File: src/bibe_cfg.svh
// Constants for the bit, increment and branch execute block.
`ifndef BIBE_CFG_SVH
`define BIBE_CFG_SVH
`define BIBE_REG_STATUS 5'h03
`define BIBE_REG_CONFIG 5'h00
`define BIBE_REG_PC_LO 5'h01
`define BIBE_REG_PC_HI 5'h02
`define BIBE_REG_ACC 5'h04
`define BIBE_REG_FILE_BASE 5'h08
`define BIBE_STATUS_Z 2
`define BIBE_STATUS_PS_LO 5
`define BIBE_STATUS_PS_HI 6
`define BIBE_STATUS_RESET 8'h18
`define BIBE_STATUS_WMASK 8'he7
`define BIBE_PC_RESET 11'h000
`define BIBE_NOP_WORD 12'h000
`define BIBE_OP_BITSET 4'h5
`define BIBE_OP_BTC 4'h6
`define BIBE_OP_BTS 4'h7
`define BIBE_OP_JMP 3'h5
`define BIBE_OP_INC 6'h0a
`define BIBE_OP_ISZ 6'h0f
`define BIBE_WB_ERR_DATA 32'h0000_0000
`endif

File: src/bibe_pkg.sv
// Types shared by the execute block.
package bibe_pkg;
  typedef enum logic [2:0]
  {
    BIBE_OP_NONE = 3'b000,
    BIBE_OP_SETB = 3'b001,
    BIBE_OP_TSTC = 3'b010,
    BIBE_OP_TSTS = 3'b011,
    BIBE_OP_JUMP = 3'b100,
    BIBE_OP_INCR = 3'b101,
    BIBE_OP_INSZ = 3'b110
  } bibe_op_t;
  typedef enum logic [1:0]
  {
    BIBE_ST_HALT = 2'b00,
    BIBE_ST_FETCH = 2'b01,
    BIBE_ST_EXEC = 2'b10
  } bibe_state_t;
endpackage

File: src/bibe_decode.sv
// Instruction word decoder.
`timescale 1ns/1ps
`include "bibe_cfg.svh"
module bibe_decode
  import bibe_pkg::*;
(
  input wire logic [11:0] word,
  output bibe_op_t op,
  output logic [2:0] bit_idx,
  output logic [4:0] faddr,
  output logic dest,
  output logic [8:0] target
);
  always_comb
  begin
    bit_idx = word[7:5];
    faddr = word[4:0];
    dest = word[5];
    target = word[8:0];
    if (word[11:8] == `BIBE_OP_BITSET)
    begin
      op = BIBE_OP_SETB;
    end
    else if (word[11:8] == `BIBE_OP_BTC)
    begin
      op = BIBE_OP_TSTC;
    end
    else if (word[11:8] == `BIBE_OP_BTS)
    begin
      op = BIBE_OP_TSTS;
    end
    else if (word[11:9] == `BIBE_OP_JMP)
    begin
      op = BIBE_OP_JUMP;
    end
    else if (word[11:6] == `BIBE_OP_INC)
    begin
      op = BIBE_OP_INCR;
    end
    else if (word[11:6] == `BIBE_OP_ISZ)
    begin
      op = BIBE_OP_INSZ;
    end
    else
    begin
      op = BIBE_OP_NONE;
    end
  end
endmodule

File: src/bibe_core.sv
// Execute core for bit set, bit test, increment and branch instructions.
//
// The Wishbone slave port was left to the implementer.
`timescale 1ns/1ps
`include "bibe_cfg.svh"
module bibe_core
  import bibe_pkg::*;
#(
  parameter int FILE_DEPTH = 32
)
(
  input wire logic SYS_CLK,
  input wire logic RESET_N,
  input wire logic [31:0] WB_ADR_I,
  input wire logic [31:0] WB_DAT_I,
  output logic [31:0] WB_DAT_O,
  input wire logic [3:0] WB_SEL_I,
  input wire logic WB_WE_I,
  input wire logic WB_CYC_I,
  input wire logic WB_STB_I,
  output logic WB_ACK_O,
  output logic WB_ERR_O,
  output logic [10:0] PROG_ADDR,
  input wire logic [11:0] PROG_DATA,
  output logic RUNNING
);
  // ****************************************
  // Parameter check.
  // ****************************************
  if (FILE_DEPTH != 32)
  begin : g_bad_depth
    $error("FILE_DEPTH must be 32.");
  end

  // ****************************************
  // State.
  // ****************************************
  logic [7:0] file_mem [0:FILE_DEPTH-1];
  logic [7:0] acc;
  logic [7:0] status;
  logic [10:0] pc;
  logic [11:0] ir;
  logic run_en;
  bibe_state_t state;
  bibe_op_t op;
  logic [2:0] bit_idx;
  logic [4:0] faddr;
  logic dest;
  logic [8:0] target;
  logic [7:0] operand;
  logic [7:0] sum;
  logic flush;
  logic [7:0] next_file;
  logic file_we;
  logic [10:0] next_pc;

  function automatic logic [7:0] bibe_plus_one(input logic [7:0] v);
    bibe_plus_one = v + 8'h01;
  endfunction

  bibe_decode u_decode
  (
    .word(ir),
    .op(op),
    .bit_idx(bit_idx),
    .faddr(faddr),
    .dest(dest),
    .target(target)
  );

  // Status lives at its own address; other file reads come from the array.
  assign operand = (faddr == `BIBE_REG_STATUS) ? status : file_mem[faddr];
  assign sum = bibe_plus_one(operand);

  // ****************************************
  // Execute decision.
  // ****************************************
  always_comb
  begin
    flush = 1'b0;
    file_we = 1'b0;
    next_file = operand;
    next_pc = pc + 11'h001;
    if (state == BIBE_ST_EXEC)
    begin
      unique case (op)
        BIBE_OP_SETB:
        begin
          file_we = 1'b1;
          next_file = operand | (8'h01 << bit_idx);
        end
        BIBE_OP_TSTC:
        begin
          flush = ~operand[bit_idx];
        end
        BIBE_OP_TSTS:
        begin
          flush = operand[bit_idx];
        end
        BIBE_OP_JUMP:
        begin
          flush = 1'b1;
          next_pc = {status[`BIBE_STATUS_PS_HI:`BIBE_STATUS_PS_LO], target};
        end
        BIBE_OP_INCR:
        begin
          file_we = dest;
          next_file = sum;
        end
        BIBE_OP_INSZ:
        begin
          file_we = dest;
          next_file = sum;
          flush = (sum == 8'h00);
        end
        BIBE_OP_NONE:
        begin
          flush = 1'b0;
        end
      endcase
    end
  end

  // ****************************************
  // Sequencer and program counter.
  // ****************************************
  always_ff @(posedge SYS_CLK or negedge RESET_N)
  begin
    if (!RESET_N)
    begin
      state <= BIBE_ST_HALT;
      pc <= `BIBE_PC_RESET;
      ir <= `BIBE_NOP_WORD;
    end
    else if (!run_en)
    begin
      state <= BIBE_ST_HALT;
    end
    else
    begin
      unique case (state)
        BIBE_ST_HALT:
        begin
          state <= BIBE_ST_FETCH;
        end
        BIBE_ST_FETCH:
        begin
          ir <= PROG_DATA;
          pc <= pc + 11'h001;
          state <= BIBE_ST_EXEC;
        end
        BIBE_ST_EXEC:
        begin
          if (flush)
          begin
            ir <= `BIBE_NOP_WORD;
          end
          else
          begin
            ir <= PROG_DATA;
          end
          pc <= next_pc;
          if (op == BIBE_OP_JUMP)
          begin
            state <= BIBE_ST_FETCH;
          end
        end
        default:
        begin
          state <= BIBE_ST_HALT;
        end
      endcase
    end
  end

  assign PROG_ADDR = pc;
  assign RUNNING = (state != BIBE_ST_HALT);

  // ****************************************
  // Register bus.
  // ****************************************
  logic wb_req;
  logic [4:0] wb_idx;
  logic wb_file;
  logic wb_hit;
  logic wb_wr;
  assign wb_req = WB_CYC_I & WB_STB_I & ~WB_ACK_O & ~WB_ERR_O;
  assign wb_idx = WB_ADR_I[6:2];
  assign wb_file = (WB_ADR_I[31:7] == 25'h0000001);
  assign wb_hit = (WB_ADR_I[31:7] == 25'h0000000) && (WB_ADR_I[1:0] == 2'h0)
    && (wb_idx <= `BIBE_REG_ACC) || wb_file;
  assign wb_wr = wb_req & wb_hit & WB_WE_I & WB_SEL_I[0];

  always_ff @(posedge SYS_CLK or negedge RESET_N)
  begin
    if (!RESET_N)
    begin
      WB_ACK_O <= 1'b0;
      WB_ERR_O <= 1'b0;
      WB_DAT_O <= 32'h0000_0000;
    end
    else
    begin
      WB_ACK_O <= wb_req & wb_hit;
      WB_ERR_O <= wb_req & ~wb_hit;
      WB_DAT_O <= `BIBE_WB_ERR_DATA;
      if (wb_req & wb_hit & wb_file)
      begin
        WB_DAT_O <= {24'h000000, file_mem[wb_idx]};
      end
      else if (wb_req & wb_hit)
      begin
        unique case (wb_idx)
          `BIBE_REG_CONFIG: WB_DAT_O <= {31'h00000000, run_en};
          `BIBE_REG_PC_LO: WB_DAT_O <= {24'h000000, pc[7:0]};
          `BIBE_REG_PC_HI: WB_DAT_O <= {24'h000000, ir[11:8], 1'b0, pc[10:8]};
          `BIBE_REG_STATUS: WB_DAT_O <= {24'h000000, status};
          `BIBE_REG_ACC: WB_DAT_O <= {24'h000000, acc};
          default: WB_DAT_O <= `BIBE_WB_ERR_DATA;
        endcase
      end
    end
  end

  always_ff @(posedge SYS_CLK or negedge RESET_N)
  begin
    if (!RESET_N)
    begin
      run_en <= 1'b0;
    end
    else if (wb_wr && !wb_file && wb_idx == `BIBE_REG_CONFIG)
    begin
      run_en <= WB_DAT_I[0];
    end
  end

  // ****************************************
  // Accumulator, status and file array.
  // ****************************************
  always_ff @(posedge SYS_CLK or negedge RESET_N)
  begin
    if (!RESET_N)
    begin
      acc <= 8'h00;
    end
    else if (state == BIBE_ST_EXEC && run_en && (op == BIBE_OP_INCR || op == BIBE_OP_INSZ)
      && !dest)
    begin
      acc <= sum;
    end
    else if (wb_wr && !wb_file && wb_idx == `BIBE_REG_ACC)
    begin
      acc <= WB_DAT_I[7:0];
    end
  end

  always_ff @(posedge SYS_CLK or negedge RESET_N)
  begin
    if (!RESET_N)
    begin
      status <= `BIBE_STATUS_RESET;
    end
    else if (state == BIBE_ST_EXEC && run_en && file_we && faddr == `BIBE_REG_STATUS)
    begin
      status <= next_file;
      if (op == BIBE_OP_INCR)
      begin
        status[`BIBE_STATUS_Z] <= (sum == 8'h00);
      end
    end
    else if (state == BIBE_ST_EXEC && run_en && op == BIBE_OP_INCR)
    begin
      status[`BIBE_STATUS_Z] <= (sum == 8'h00);
    end
    else if (wb_wr && !wb_file && wb_idx == `BIBE_REG_STATUS)
    begin
      status <= (status & ~`BIBE_STATUS_WMASK) | (WB_DAT_I[7:0] & `BIBE_STATUS_WMASK);
    end
  end

  always_ff @(posedge SYS_CLK)
  begin
    if (state == BIBE_ST_EXEC && run_en && file_we)
    begin
      file_mem[faddr] <= next_file;
    end
    else if (wb_wr && wb_file)
    begin
      file_mem[wb_idx] <= WB_DAT_I[7:0];
    end
  end
endmodule

File: config.mk
export PLATFORM = sky130hd
export DESIGN_NAME = bibe_core
export DESIGN_NICKNAME = d
export VERILOG_FILES = /design/src/bibe_pkg.sv /design/src/bibe_decode.sv /design/src/bibe_core.sv
export VERILOG_INCLUDE_DIRS = /design/src
export SDC_FILE = /design/constraint.sdc
export NUM_CORES = 1
export LEC_CHECK = 0
export ABC_AREA = 1
export ABC_CLOCK_PERIOD_IN_PS = 5720
export BUFFER_PORTS_ARGS = -buffer_cell sky130_fd_sc_hd__buf_2
export CORE_ASPECT_RATIO = 1.2
export CORE_UTILIZATION = 37
export CTS_CLUSTER_SIZE = 40
export DETAILED_ROUTE_END_ITERATION = 10
export PLACE_DENSITY = 0.58
export SLEW_MARGIN = 40
export SYNTH_ARGS = -nofsm -noshare
export SYNTH_HDL_FRONTEND = slang
export SYNTH_HIERARCHICAL = 1
export SYNTH_SLANG_ARGS = --single-unit
File: constraint.sdc
create_clock -name SYS_CLK -period 5.72 [get_ports SYS_CLK]
set_clock_uncertainty 0.2 [all_clocks]
set_input_delay 0.858 -clock SYS_CLK [delete_from_list [all_inputs] [get_ports SYS_CLK]]
set_output_delay 0.858 -clock SYS_CLK [all_outputs]
set_load 0.02 [all_outputs]
# After elaboration in Yosys (flattened, before gate mapping)
# Memory sizes are Yosys's and may differ from the RTL's.
# Cells that the tools add are included.
[totals]
reg_bits = 76
inputBits = 85
elab_cells = 124
memories = 1
ramBits = 256
output_inout_bits = 46
[memory_table]
columns = ["memory", "depth", "word_bits", "read_ports", "rd_clocked_by_memory_dff", "write_ports", "line", "text"]
rows = [
  ["file_mem", 32, 8, 2, 0, 1, "bibe_core.sv:38", "logic [7:0] file_mem [0:FILE_DEPTH-1];"],
]
[op_classes]
bitwise = 14
muxes = 41
eq_ne = 22
n_addsub = 2
reduce_logical = 31
n_shift = 1
order_cmp = 2
[ops]
columns = ["cell", "n"]
rows = [
  ["2-to-1 mux 8 bit", 9],
  ["one-hot mux 8 bit (5 select lines)", 1],
  ["equality test 25 x 1 -> 1 bit, second input constant", 1],
  ["zero test 25 bit", 1],
  ["one-hot mux 12 bit (2 select lines)", 1],
  ["one-hot mux 11 bit (2 select lines)", 1],
  ["2-to-1 mux 3 bit", 6],
  ["one-hot mux 8 bit (2 select lines)", 1],
  ["equality test 5 x 2 -> 1 bit, second input constant", 3],
  ["logical AND 1 bit", 13],
  ["equality test 3 bit, second input constant", 4],
  ["equality test 4 x 3 -> 1 bit, second input constant", 3],
  ["equality test 6 x 4 -> 1 bit, second input constant", 2],
  ["2-to-1 mux 12 bit", 1],
  ["adder 11 x 1 -> 11 bit, second input constant", 1],
  ["2-to-1 mux 1 bit", 11],
  ["2-to-1 mux 11 bit", 1],
  ["2-to-1 mux 5 bit", 2],
  ["adder 8 x 1 -> 8 bit, second input constant", 1],
  ["bitwise AND 1 bit", 8],
  ["zero test 8 bit", 1],
  ["OR 5 x 8 -> 8 bit", 1],
  ["OR 8 bit", 1],
  ["nonzero test 2 bit", 4],
  ["other kinds (25)", 35],
]

# Logic depth before layout (Yosys ltp)
# Gate-level depths: netlist of the first run.
[depth]
depth_word = 16
depth_mapped = 26

# Hierarchy
# Netlist of the first run, hierarchy kept.
[modules_own_cells]
columns = ["mod", "cells_per_inst", "instances", "seq_area_each_um2", "area_per_inst_um2"]
rows = [
  ["bibe_core", 1822, 1, 8991.1, 16415.7],
  ["bibe_decode", 35, 1, 0.0, 207.7],
]

# Least setup slack after synthesis of the first run
# OpenSTA, ideal clock, no wires.
[synth_path]
kind = "input -> register"
start = "input WB_ADR_I[10]"
end = "memory file_mem[0][0], data pin"
setup_slack_ns = 1.380
setup_ns = 0.454
path_buffers = 1
stages = 13
arrival_ns = 3.686
required_time_ns = 5.066
cell_sequence = "or2_1 > nor4_1 > nand2_1 > nor2_2 > inv_1 > o21ai_2 > nand2_1 > inv_2 > nand2_2 > nor2_4 > nand3_4 > clkbuf_1 > o21ai_0"
[synth_between]
elab_chain_len = 13
word_cells_on_any_way = 14
[synth_lines]
columns = ["item", "line", "text"]
rows = [
  ["start: declaration", "bibe_core.sv:14", "input wire logic [31:0] WB_ADR_I,"],
  ["zero test 25 bit", "bibe_core.sv:190", "assign wb_hit = (WB_ADR_I[31:7] == 25'h0000000) && (WB_ADR_I[1:0] == 2'h0)"],
  ["logical AND 1 bit (2 in a row)", "bibe_core.sv:190", ""],
  ["logical OR 1 bit", "bibe_core.sv:190", ""],
  ["bitwise AND 1 bit (3 in a row)", "bibe_core.sv:192", "assign wb_wr = wb_req & wb_hit & WB_WE_I & WB_SEL_I[0];"],
  ["logical AND 1 bit (*)", "bibe_core.sv:287", "else if (wb_wr && wb_file)"],
  ["2-to-1 mux 1 bit (*)", "bibe_core.sv:287", ""],
  ["2-to-1 mux 1 bit (*)", "bibe_core.sv:283", "if (state == BIBE_ST_EXEC && run_en && file_we)"],
  ["2-to-1 mux 1 bit (not written as such) (*)", "bibe_core.sv:289", "file_mem[wb_idx] <= WB_DAT_I[7:0];"],
  ["OR reduction 8 bit (no line) (*)", "-", ""],
  ["2-to-1 mux 8 bit (no line) (*)", "-", ""],
  ["end: declaration", "bibe_core.sv:38", ""],
]
# Mark *: on every way between the ends. The rest lies on a longest branch, timed or not.

# Worst setup path in the final report of the first run
[layout_path]
start = "register ir[7]"
end = "memory file_mem[13][1] (enable)"
[layout_between]
word_cells_on_any_way = 22
[layout_rtl]
columns = ["item", "line", "text"]
rows = [
  ["start: declaration", "bibe_core.sv:42", "logic [11:0] ir;"],
  ["start signal: assignment", "bibe_core.sv:133", "ir <= `BIBE_NOP_WORD;"],
  ["start signal: assignment", "bibe_core.sv:156", "ir <= `BIBE_NOP_WORD;"],
  ["equality test 6 x 4 -> 1 bit (no line) (*)", "-", ""],
  ["2-to-1 mux 3 bit (*)", "bibe_decode.sv:36", "else if (word[11:6] == `BIBE_OP_INC)"],
  ["2-to-1 mux 3 bit (*)", "bibe_decode.sv:32", "else if (word[11:9] == `BIBE_OP_JMP)"],
  ["2-to-1 mux 3 bit (*)", "bibe_decode.sv:28", "else if (word[11:8] == `BIBE_OP_BTS)"],
  ["2-to-1 mux 3 bit (*)", "bibe_decode.sv:24", "else if (word[11:8] == `BIBE_OP_BTC)"],
  ["2-to-1 mux 3 bit (*)", "bibe_decode.sv:20", "if (word[11:8] == `BIBE_OP_BITSET)"],
  ["via op[0]", "bibe_core.sv:45", "bibe_op_t op;"],
  ["equality test 3 bit", "bibe_core.sv:86", "unique case (op)"],
  ["OR reduction 2 bit (no line)", "-", ""],
  ["one-hot mux 1 bit (2 select lines) (*)", "bibe_core.sv:86", ""],
  ["2-to-1 mux 1 bit (*)", "bibe_core.sv:84", "if (state == BIBE_ST_EXEC)"],
  ["logical AND 1 bit (*)", "bibe_core.sv:283", ""],
  ["2-to-1 mux 1 bit", "bibe_core.sv:283", ""],
  ["2-to-1 mux 1 bit (not written as such)", "bibe_core.sv:289", ""],
  ["OR reduction 8 bit (no line)", "-", ""],
  ["2-to-1 mux 5 bit (no line) / 2-to-1 mux 1 bit (equally long branches)", "-", ""],
]
# The timed path passes the listed nets; every way through them passes the cells marked *.

==> results of run 1 <==
power breakdown:
part / total (mW) / internal, mW / leakage [nW] / switching, mW
Combinational: 0.233 / 0.0717 / 4.45 / 0.161
Clock: 2.17 / 1.28 / 0.534 / 0.884
Sequential: 2.40 / 2.40 / 2.07 / 0.000173
Total: 4.80 / 3.75 / 7.06 / 1.05
metrics by stage:
step	power, mW	hold WS, ns	setup slack [ns]	instance area (um2)
3_3_place_gp	2.67	0.295	0.980	17500
6_report	4.80	0.255	1.16	18600
5_1_grt	4.92	0.307	0.816	18600
2_1_floorplan	2.59	0.270	1.38	16700
3_5_place_dp	2.68	0.298	0.870	17500
4_1_cts	4.82	0.279	1.17	18600
critical path, cell delays in order, from the launching register on:
cell and delay (ns):
dfrtp_1 0.60, inv_1 0.08, nor2_1 0.09, nand3_1 0.10, o21ai_1 0.13, inv_1 0.10
nor3_1 0.26, inv_1 0.12, nand2_1 0.20, nor2_1 0.09, nor3_1 0.18, inv_1 0.20
nand3_4 0.34, clkinv_2 0.24, nand2_1 0.12, o21ai_2 0.10, inv_2 0.09, nand3_2 0.23
nor2_1 0.72
flip-flops by register name (all words and copies together), names as in the netlist:
signal,flops
PROG_ADDR,11
WB_ACK_O,1
WB_DAT_O,8
WB_ERR_O,1
acc,8
file_mem,256
ir,12
run_en,1
state,2
status,8
layer usage:
layer / vias to the layer above / track usage (%) / part of all wire [%]
met5: - / 0 / 0
met4: 0 / 10.4 / 3.9
met3: 111 / 3.08 / 7.0
met2: 660 / 40.6 / 48
met1: 6872 / 29.8 / 41
li1: 6513 / - / -
cell usage in the layout, fill, tap and decap left out, types with 6 or more instances in the layout:
master,count
dfrtp_1,48
nor2_1,108
a21oi_1,29
nor2_2,6
nand3_1,258
o221ai_1,8
o22ai_1,22
o211ai_1,23
edfxtp_1,256
o21ai_1,6
nor3_1,9
clkinv_1,8
a32o_1,7
inv_1,108
nand2_1,576
inv_2,15
nand2_2,10
o21ai_2,9
buf_4,57
o21ai_0,41
nand4_1,23
buf_2,79
a221oi_1,14
clkbuf_16,37
conb_1,24
a22oi_1,63
a22o_1,11
nand3_2,14
cell type report:
class	instances	share of cell area [%]
multi-input combinational	1305	34.4
tap	559	3.75
clock buffer	47	5.44
sequential	308	48.3
timing repair buffer	142	5.02
clock inverter	11	0.450
inverter	129	2.63
antenna	1	0.0134
worst max path at each step:
stage | startpoint | to | slack [ns]
3_5_place_dp | WB_ADR_I[5] | file_mem[4][2]$_DFFE_PP_ | 0.87
5_1_grt | ir[7]$_DFFE_PN0P_ | file_mem[13][1]$_DFFE_PP_ | 0.82
6_report | ir[7]$_DFFE_PN0P_ | file_mem[13][1]$_DFFE_PP_ | 1.16
3_3_place_gp | WB_ADR_I[5] | file_mem[4][7]$_DFFE_PP_ | 0.98
2_1_floorplan | WB_ADR_I[10] | file_mem[0][0]$_DFFE_PP_ | 1.38
4_1_cts | ir[7]$_DFFE_PN0P_ | file_mem[4][6]$_DFFE_PP_ | 1.17
logic make-up (layout without fill, tap and decap cells):
family / Yosys count / after routing / synth area share [%]
simple gates: 1023 / 1023 / 26.8
xor+xnor: 3 / 3 / 0.158
compound gates: 250 / 250 / 10.4
fa+ha+maj: 5 / 5 / 0.376
flops: 308 / 308 / 54.1
buf+inv: 267 / 329 / 8.19
other cells: 1 / 25 / 0.0226
==> impl_metrics.env, run 1 <==
export IMPL_antenna_found_initial=0
export IMPL_netlist_area_um2=16600
export IMPL_cts_buffers=35
export IMPL_r2r_slack_ns=1.16
export IMPL_irDropWorstVdd_uv=165
export IMPL_clk_pin_slew_ns=0.06
export IMPL_final_util_pct=42.3
export IMPL_max_freq_ghz=0.219
export IMPL_clk_path_buf_depth=3
export IMPL_grt_pass1_wl_um=81300
export IMPL_final_period_utilization_pct=79.8
export IMPL_ys_ff_latch=308
export IMPL_die_x_um=195
export IMPL_placed_cells=2443
export IMPL_syn_inst=1857
export IMPL_ys_top_cells_by_area="edfxtp_1 46%, nand2_1 13%, nand3_1 7.8%"
export IMPL_ant_nets=0
export IMPL_yosysMostFrequentCell="nand2_1"
export IMPL_drt_pass1_iterations=6
export IMPL_grt_pass1_vias=13600
export IMPL_io_buffers=79
export IMPL_insertion_delay_ns=0.53
export IMPL_powerDensity_nw_per_um2=258
export IMPL_setup_violations=0
export IMPL_relSlewSlack_pct=44.3
export IMPL_die_y_um=234
export IMPL_hp_class="input pin to asynchronous set/reset pin"
export IMPL_worstMarginPinSlew_ns=0.833
export IMPL_cts_setup_buffers=0
export IMPL_fp_row_count=84
export IMPL_outcome="complete, no violations"
export IMPL_fin_cells=2502
export IMPL_layout_drive_gt1_share_pct=13.6
export IMPL_drc_errors=0
export IMPL_reg2reg_to="file_mem[13][1]$_DFFE_PP_"
export IMPL_routed_wl_um=54100
export IMPL_crit_path_start_kind="flop"
export IMPL_hold_buffers=0
export IMPL_yosysTopAreaCellShare_pct=46.2
export IMPL_critPathArrivalTime_ns=4.51
export IMPL_reg2reg_depth=18
export IMPL_start_util_pct=37.7
export IMPL_required_ns=5.67
export IMPL_gp_congestion=0.914
export IMPL_synth_edf_count=256
export IMPL_cts_num_sinks=308
export IMPL_nets=2011
export IMPL_synth_warning_count=6
export IMPL_multi_input_area_um2=6410
export IMPL_die_area_um2=45800
export IMPL_rsz0062_at_grt="no"
export IMPL_cts_tree="built"
export IMPL_cts_max_level=2
export IMPL_async_flop_share_pct=16.9
export IMPL_io_pins=131
export IMPL_coreArea_um2=44000
export IMPL_maxCapViolCount=0
export IMPL_regArea_um2=9000
export IMPL_yosysSeqAreaShare_pct=54.1
export IMPL_synth_ff_type="edfxtp_1"
export IMPL_fillers=4230
export IMPL_cts_root_buffer="clkbuf_16"
export IMPL_p_leak_nw=7.06
export IMPL_via_per_inst=5.66
export IMPL_r2r_start="ir[7]$_DFFE_PN0P_"
export IMPL_crit_fanout=19
export IMPL_dp_hpwl_um=35700
export IMPL_grt_overflow_total=0
export IMPL_vias=14200
export IMPL_areaGrowthSynthToFinish_pct=12.1
export IMPL_synth_common_cells="576 x nand2_1, 258 x nand3_1, 256 x edfxtp_1"
export IMPL_drv_slew=0
export IMPL_yosysTopAreaCell="edfxtp_1"
export IMPL_cts_resized=0
export IMPL_layout_min_cycle_time_ns=4.56
export IMPL_end_kind="flop"
export IMPL_syn_avg_cell_area_um2=8.95
export IMPL_grt_max_degree=74
export IMPL_drt_iter0_drc=1564
export IMPL_fin_setup_tns_ns=0
export IMPL_hold_viol=0
export IMPL_routedWlPerCell_um=21.6
export IMPL_crit_type="flop to flop"
export IMPL_synth_cell_types=55
export IMPL_track_usage_pct=23.6
Note: power is estimated with default switching activity, not from simulation.
==> run 2: changes to the inputs <==
ABC_CLOCK_PERIOD_IN_PS = 4600   (was 5720)
clock period = 4.6 ns   (was 5.72 ns; I/O delays follow)
==> run 2 against run 1 <==
Against the previous run:
- core utilization up 0.64 points
- combinational power grew 26%
- largest cell class unchanged
- die area stayed put
- critical endpoint is now file_mem[31][4]$_DFFE_PP_
- final area rose by 1.5%
- setup slack lost 0.75 ns
- critical path depth grew 1
==> impl_metrics.env, run 2 (synthesis results as in run 1) <==
export IMPL_crit_path_frequent_cell="nand2_1"
export IMPL_layout_drive_gt1_share_pct=14.7
export IMPL_fillers=4260
export IMPL_clk_pin_slew_ns=0.07
export IMPL_largest_register_ffs=256
export IMPL_antenna_found_initial=1
export IMPL_clockPowerShare_pct=46.0
export IMPL_setup_violations=0
export IMPL_grt_overflow_total=0
export IMPL_end_kind="flop"
export IMPL_crit_type="flop to flop"
export IMPL_switching_share_pct=21.9
export IMPL_fin_ws_ns=0.408
export IMPL_irDropWorstVdd_uv=203
export IMPL_hold_viol=0
export IMPL_drt_pass1_iterations=6
export IMPL_layout_min_cycle_time_ns=4.19
export IMPL_relSlewSlack_pct=48.1
export IMPL_crit_path_start_kind="flop"
export IMPL_drc_errors=0
export IMPL_grt_pass1_wl_um=81700
export IMPL_fp_row_count=84
export IMPL_routedWlPerCell_um=21.4
export IMPL_comb_power_share_pct=4.8
export IMPL_nets=2041
export IMPL_cts_root_buffer="clkbuf_16"
export IMPL_drt_iter0_drc=1482
export IMPL_final_common_cell="nand2_1"
export IMPL_cts_buffers=34
export IMPL_insertion_delay_ns=0.54
export IMPL_track_usage_pct=23.6
export IMPL_coreArea_um2=44000
export IMPL_cp_slowest_stage_delay_ns=0.45
export IMPL_vias=14200
export IMPL_p_leak_nw=7.25
export IMPL_rsz0062_at_grt="no"
export IMPL_hp_class="input pin to flop"
export IMPL_pre_cts_slack_ns=0.504
export IMPL_die_y_um=234
export IMPL_via_per_inst=5.61
export IMPL_drv_slew=0
export IMPL_crit_fanout=108
export IMPL_p_switching_mw=1.33
export IMPL_worstMarginPinSlew_ns=0.778
export IMPL_power_internal_mw=4.74
export IMPL_slowest_stage="dfrtp_4"
export IMPL_fin_setup_tns_ns=0
export IMPL_mostFrequentLayoutCells="576 x nand2_1, 258 x nand3_1, 256 x edfxtp_1, 110 x nor2_1, 108 x inv_1"
export IMPL_maxCapViolCount=0
export IMPL_cts_max_level=2
export IMPL_cts_num_sinks=308
export IMPL_ant_nets=0
export IMPL_grt_pass1_vias=13500
export IMPL_io_pins=131
export IMPL_outcome="complete, no violations"
export IMPL_gp_congestion=0.922
export IMPL_max_freq_ghz=0.239
export IMPL_dp_hpwl_um=36600
export IMPL_path_cells="buf_12 > buf_4 > nand2_1 > nand3_1 > nand3_1 > nand2_1 > nand2_1 > nand3_1 > nand3_1 > nand2_2 > ha_1 > inv_1 > a21oi_1 > nand2_1 > nand2_1 > nor2_1 > o22ai_1 > o21ai_2 > buf_4"
export IMPL_clk_path_buf_depth=3
export IMPL_grt_max_degree=109
export IMPL_final_period_utilization_pct=91.1
export IMPL_io_buffers=79
export IMPL_die_x_um=195
export IMPL_cts_setup_buffers=0
export IMPL_largest_register="file_mem"
export IMPL_routed_wl_um=54300
export IMPL_critPathArrivalTime_ns=4.25
export IMPL_n_antenna_cell=0
export IMPL_required_ns=4.66
export IMPL_power_frac_seq_pct=49.2
export IMPL_start_util_pct=37.7
export IMPL_die_area_um2=45800
export IMPL_areaGrowthSynthToFinish_pct=13.8
export IMPL_cts_tree="built"
export IMPL_powerDensity_nw_per_um2=321
[run 2: changes by cell type in the layout (fill, tap and decap cells not counted), sizes merged]
cell | before | now
clkinvlp | 2 | 0
diode | 1 | 0
dlygate4sd3 | 0 | 1
clkbuf | 47 | 46
buf | 142 | 172
bufinv | 1 | 3
inv | 124 | 123
clkinv | 13 | 17
[run 2: area by class of cell]
class                           instances  area [um2]  share of cell area [%]
Clock buffer                           46         980                    5.18
Clock inverter                         14         143                   0.754
Inverter                              129         494                    2.61
Multi-Input combinational cell       1305        6400                    33.8
Sequential cell                       308        9000                    47.6
Tap cell                              559         699                    3.70
Timing Repair Buffer                  173        1200                    6.36
[run 2: path summary, 6_finish.rpt]
path                            slack (ns)  cells after the start             startpoint                   endpoint
worst max-delay path                  0.41                     19      ir[0]$_DFFE_PN0P_  file_mem[31][4]$_DFFE_PP_
worst min register to register        0.31                      2  status[3]$_DFFE_PN1P_      status[3]$_DFFE_PN1P_
worst max register to register        0.41                     19      ir[0]$_DFFE_PN0P_  file_mem[31][4]$_DFFE_PP_
max in group asynchronous             2.90                      3                RESET_N      status[3]$_DFFE_PN1P_
worst min-delay path                  0.26                      3            WB_DAT_I[0]         run_en$_DFFE_PN0P_
min in group asynchronous             0.46                      2                RESET_N          ir[3]$_DFFE_PN0P_
[run 2: metal layers]
metal	GRT usage [%]	wire, um	vias up
li1	-	-	6576
met1	30.1	21900	6837
met2	40.7	26200	692
met3	3.09	4250	115
met4	9.42	1910	2
met5	0	12	-
[run 2: power groups by stage]
stage / Clock, mW / Sequential [mW] / Combinational (mW)
2_1_floorplan: 0 / 3.04 / 0.175
3_3_place_gp: 0 / 3.04 / 0.286
3_5_place_dp: 0 / 3.04 / 0.288
4_1_cts: 2.81 / 2.98 / 0.289
5_1_grt: 2.91 / 2.98 / 0.313
6_report: 2.79 / 2.98 / 0.294
[run 2: repair_timing]
item,CTS,global route
hold buffers,1,0
hold endpoints to repair,20,0
gates resized for setup,0,0
[run 2: critical path, delay by kind of cell (launching register included)]
kind,cells,cell delay (ns)
AND/OR/NAND/NOR,11,1.10
flip-flops,1,0.45
adder cells (fa/ha/maj),1,0.23
buffers and inverters,4,1.04
AO/OA/AOI/OAI,3,0.77
[run 2: through the flow]
stage	total power [mW]	std cells	util (%)	hold WS, ns	cell area, um2
floorplan	3.22	1880	-	0.194	16700
global placement	3.33	2473	40.4	0.293	17800
detailed placement	3.33	2473	40.4	0.301	17800
CTS	6.09	2534	42.9	0.251	18900
global route	6.20	2534	42.9	0.263	18900
finish	6.06	2534	42.9	0.255	18900
==> run 3: changes to the inputs <==
ABC_AREA = 0   (was 1)
CORE_ASPECT_RATIO = unset   (was 1.2)
==> run 3 against run 2 <==
Against the previous run:
- sequential share of layout area increased by 0.23 points
- clock power about the same
- core utilization grew 0.55 points
- global-route usage is 2.7 points lower
- critical path type unchanged
- largest power group unchanged
- via count decreased by 24%
- first-iteration DRC count down 24%
- sequential power barely moved
==> impl_metrics.env, run 3 <==
export IMPL_outcome="complete, no violations"
export IMPL_max_freq_ghz=0.230
export IMPL_async_flop_share_pct=16.9
export IMPL_start_util_pct=37.7
export IMPL_cp_startpoint="ir[0]$_DFFE_PN0P_"
export IMPL_cts_buffers=35
export IMPL_grt_pass1_wl_um=69400
export IMPL_cts_max_level=2
export IMPL_powerDensity_nw_per_um2=317
export IMPL_synth_warning_count=6
export IMPL_yosysTopAreaCell="edfxtp_1"
export IMPL_power_frac_seq_pct=50.0
export IMPL_yosysMostFrequentCell="edfxtp_1"
export IMPL_setup_violations=0
export IMPL_crit_fanout=32
export IMPL_final_period_utilization_pct=94.4
export IMPL_gp_congestion=0.909
export IMPL_mostFrequentLayoutCells="256 x edfxtp_1, 134 x mux2i_1, 90 x buf_4, 83 x mux4_2, 78 x nand2_1"
export IMPL_largest_register_ffs=256
export IMPL_switching_share_pct=20.9
export IMPL_dp_hpwl_um=32000
export IMPL_track_usage_pct=21.0
export IMPL_ys_top_cells_by_area="edfxtp_1 47%, mux4_2 11%, mux2i_1 8.2%"
export IMPL_yosysTopAreaCellShare_pct=47.2
export IMPL_whs_path_depth=3
export IMPL_routedWlPerCell_um=24.2
export IMPL_p_switching_mw=1.25
export IMPL_vias=10900
export IMPL_r2r_start="ir[0]$_DFFE_PN0P_"
export IMPL_synth_common_cells="256 x edfxtp_1, 134 x mux2i_1, 83 x mux4_2"
export IMPL_clk_path_buf_depth=3
export IMPL_yosys_area_share_adder_pct=0.384
export IMPL_ant_nets=0
export IMPL_die_area_um2=44900
export IMPL_insertion_delay_ns=0.54
export IMPL_via_per_inst=5.68
export IMPL_fin_ws_ns=0.256
export IMPL_synth_ff_type="edfxtp_1"
export IMPL_routed_wl_um=46300
export IMPL_yosys_area_share_simple_pct=7.65
export IMPL_synthXorXnorAreaFrac_pct=0.376
export IMPL_maxCapViolCount=0
export IMPL_grt_pass1_vias=10800
export IMPL_relSlewSlack_pct=44.3
export IMPL_yosysSeqAreaShare_pct=55.2
export IMPL_netlist_area_um2=16300
export IMPL_synth_edf_count=256
export IMPL_final_util_pct=43.5
export IMPL_nets=1391
export IMPL_comb_power_share_pct=2.8
export IMPL_io_buffers=79
export IMPL_drv_slew=0
export IMPL_worstMarginPinSlew_ns=0.835
export IMPL_grt_overflow_total=0
export IMPL_cts_root_buffer="clkbuf_16"
export IMPL_hp_class="input pin to flop"
export IMPL_rsz0062_at_grt="no"
export IMPL_muxShareOfSynthArea_pct=20.9
export IMPL_synth_compound_area_share_pct=10.2
export IMPL_grt_max_degree=78
export IMPL_synth_top_family_by_area="multiplexers"
export IMPL_cts_num_sinks=308
export IMPL_areaGrowthSynthToFinish_pct=15.5
export IMPL_final_common_cell="edfxtp_1"
export IMPL_clk_pin_slew_ns=0.06
export IMPL_end_kind="flop"
export IMPL_pre_cts_slack_ns=0.324
export IMPL_drt_pass1_iterations=5
export IMPL_layout_drive_gt1_share_pct=28.9
export IMPL_crit_path_start_kind="flop"
export IMPL_ys_ff_latch=308
export IMPL_hold_end="ir[5]$_DFFE_PN0P_"
export IMPL_clockPowerShare_pct=47.1
export IMPL_syn_avg_cell_area_um2=13.7
export IMPL_p_leak_nw=6.22
export IMPL_die_y_um=212
export IMPL_io_pins=131
export IMPL_critPathArrivalTime_ns=4.44
export IMPL_synth_cell_types=74
export IMPL_p_total_mw=5.96
export IMPL_cts_tree="built"
export IMPL_largest_register="file_mem"
export IMPL_die_x_um=212
export IMPL_min_delay_start="PROG_DATA[5]"
export IMPL_cts_setup_buffers=0
export IMPL_layout_min_cycle_time_ns=4.34
export IMPL_drt_iter0_drc=1119
export IMPL_fin_setup_tns_ns=0
export IMPL_antenna_found_initial=1
export IMPL_reg2reg_to="file_mem[5][7]$_DFFE_PP_"
export IMPL_power_internal_mw=4.72
export IMPL_reg2reg_depth=12
export IMPL_fp_row_count=76
export IMPL_syn_inst=1186
export IMPL_required_ns=4.69
export IMPL_crit_type="flop to flop"
export IMPL_coreArea_um2=43300
export IMPL_r2r_slack_ns=0.26
export IMPL_hold_viol=0
export IMPL_drc_errors=0
export IMPL_irDropWorstVdd_uv=184
==> run 3: cell count changes in the layout (fill, tap and decap cells not counted), moves of 47 or more <==
cell     delta
nor2_1     -47
nand2_1   -498
nand3_1   -243
mux4_2     +83
mux2i_1   +134
inv_1      -97
==> run 3: logic make-up (layout without fill, tap and decap cells) <==
| kind of cell | after synthesis | count (layout) |
|---|---|---|
| AOI/OAI and AO/OA | 236 | 236 |
| xor gates and xnor gates | 7 | 7 |
| adders and majority gates | 5 | 5 |
| buffers and inverters | 134 | 253 |
| DFF | 308 | 308 |
| muxes | 235 | 235 |
| other | 1 | 25 |
| and+or+nand+nor | 260 | 260 |
==> run 3: timing repair <==
item | in CTS | in global routing
gates resized for setup | 0 | 0
hold buffers | 0 | 1
hold endpoints to repair | 0 | 32
==> run 3: per-layer routing <==
metal	part of all wire [%]	global-route usage, %	vias up
met2	48	34.5	440
met5	0	0	-
met4	2.5	5.82	0
met1	43	28.6	5520
li1	-	-	4849
met3	6.9	3.50	64
==> run 3: worst max path at each step <==
stage | endpoint | slack (ns) | cells past startpoint
4_1_cts | file_mem[5][7]$_DFFE_PP_ | 0.28 | 12
5_1_grt | file_mem[5][7]$_DFFE_PP_ | 0.001 | 13
6_report | file_mem[5][7]$_DFFE_PP_ | 0.26 | 12
3_3_place_gp | file_mem[14][6]$_DFFE_PP_ | 0.40 | 13
3_5_place_dp | file_mem[13][7]$_DFFE_PP_ | 0.32 | 12
2_1_floorplan | file_mem[0][2]$_DFFE_PP_ | 0.23 | 13
==> run 3: layout make-up <==
| type | instances | area (um2) |
|---|---|---|
| Tap cell | 585 | 732 |
| Multi-Input combinational cell | 767 | 6610 |
| Clock buffer | 47 | 1010 |
| Clock inverter | 17 | 155 |
| Sequential cell | 308 | 8990 |
| Inverter | 12 | 45.0 |
| Timing Repair Buffer | 177 | 1270 |
| Fill cell | 3931 | 24400 |
| Antenna cell | 1 | 2.50 |
==> run 3: power groups by stage <==
stage / sequential, mW / combinational, mW / clock (mW)
after floorplan: 3.04 / 0.113 / 0
after global placement: 3.04 / 0.168 / 0
after detailed placement: 3.04 / 0.168 / 0
after CTS: 2.98 / 0.168 / 2.85
after global routing: 2.98 / 0.181 / 2.95
final: 2.98 / 0.168 / 2.81
==> run 3: worst max-delay path, cell delays in order (launching register included) <==
cell and delay (ns):
dfrtp_4 0.61, buf_4 0.34, mux2i_1 0.11, a22oi_1 0.23, a21oi_1 0.16, or4_1 0.54
o21ai_1 0.26, and3_1 0.39, nand2_2 0.14, o31ai_2 0.27, a21oi_1 0.18, o31ai_4 0.27
buf_4 0.38
==> run 3: per-stage QoR <==
step / instance area [um2] / hold WS [ns] / std cells
detailed placement: 17600 / 0.242 / 1848
CTS: 18800 / 0.0622 / 1912
global placement: 17600 / 0.230 / 1848
finish: 18800 / 0.193 / 1914
floorplan: 16400 / 0.194 / 1209
global route: 18800 / 0.184 / 1914
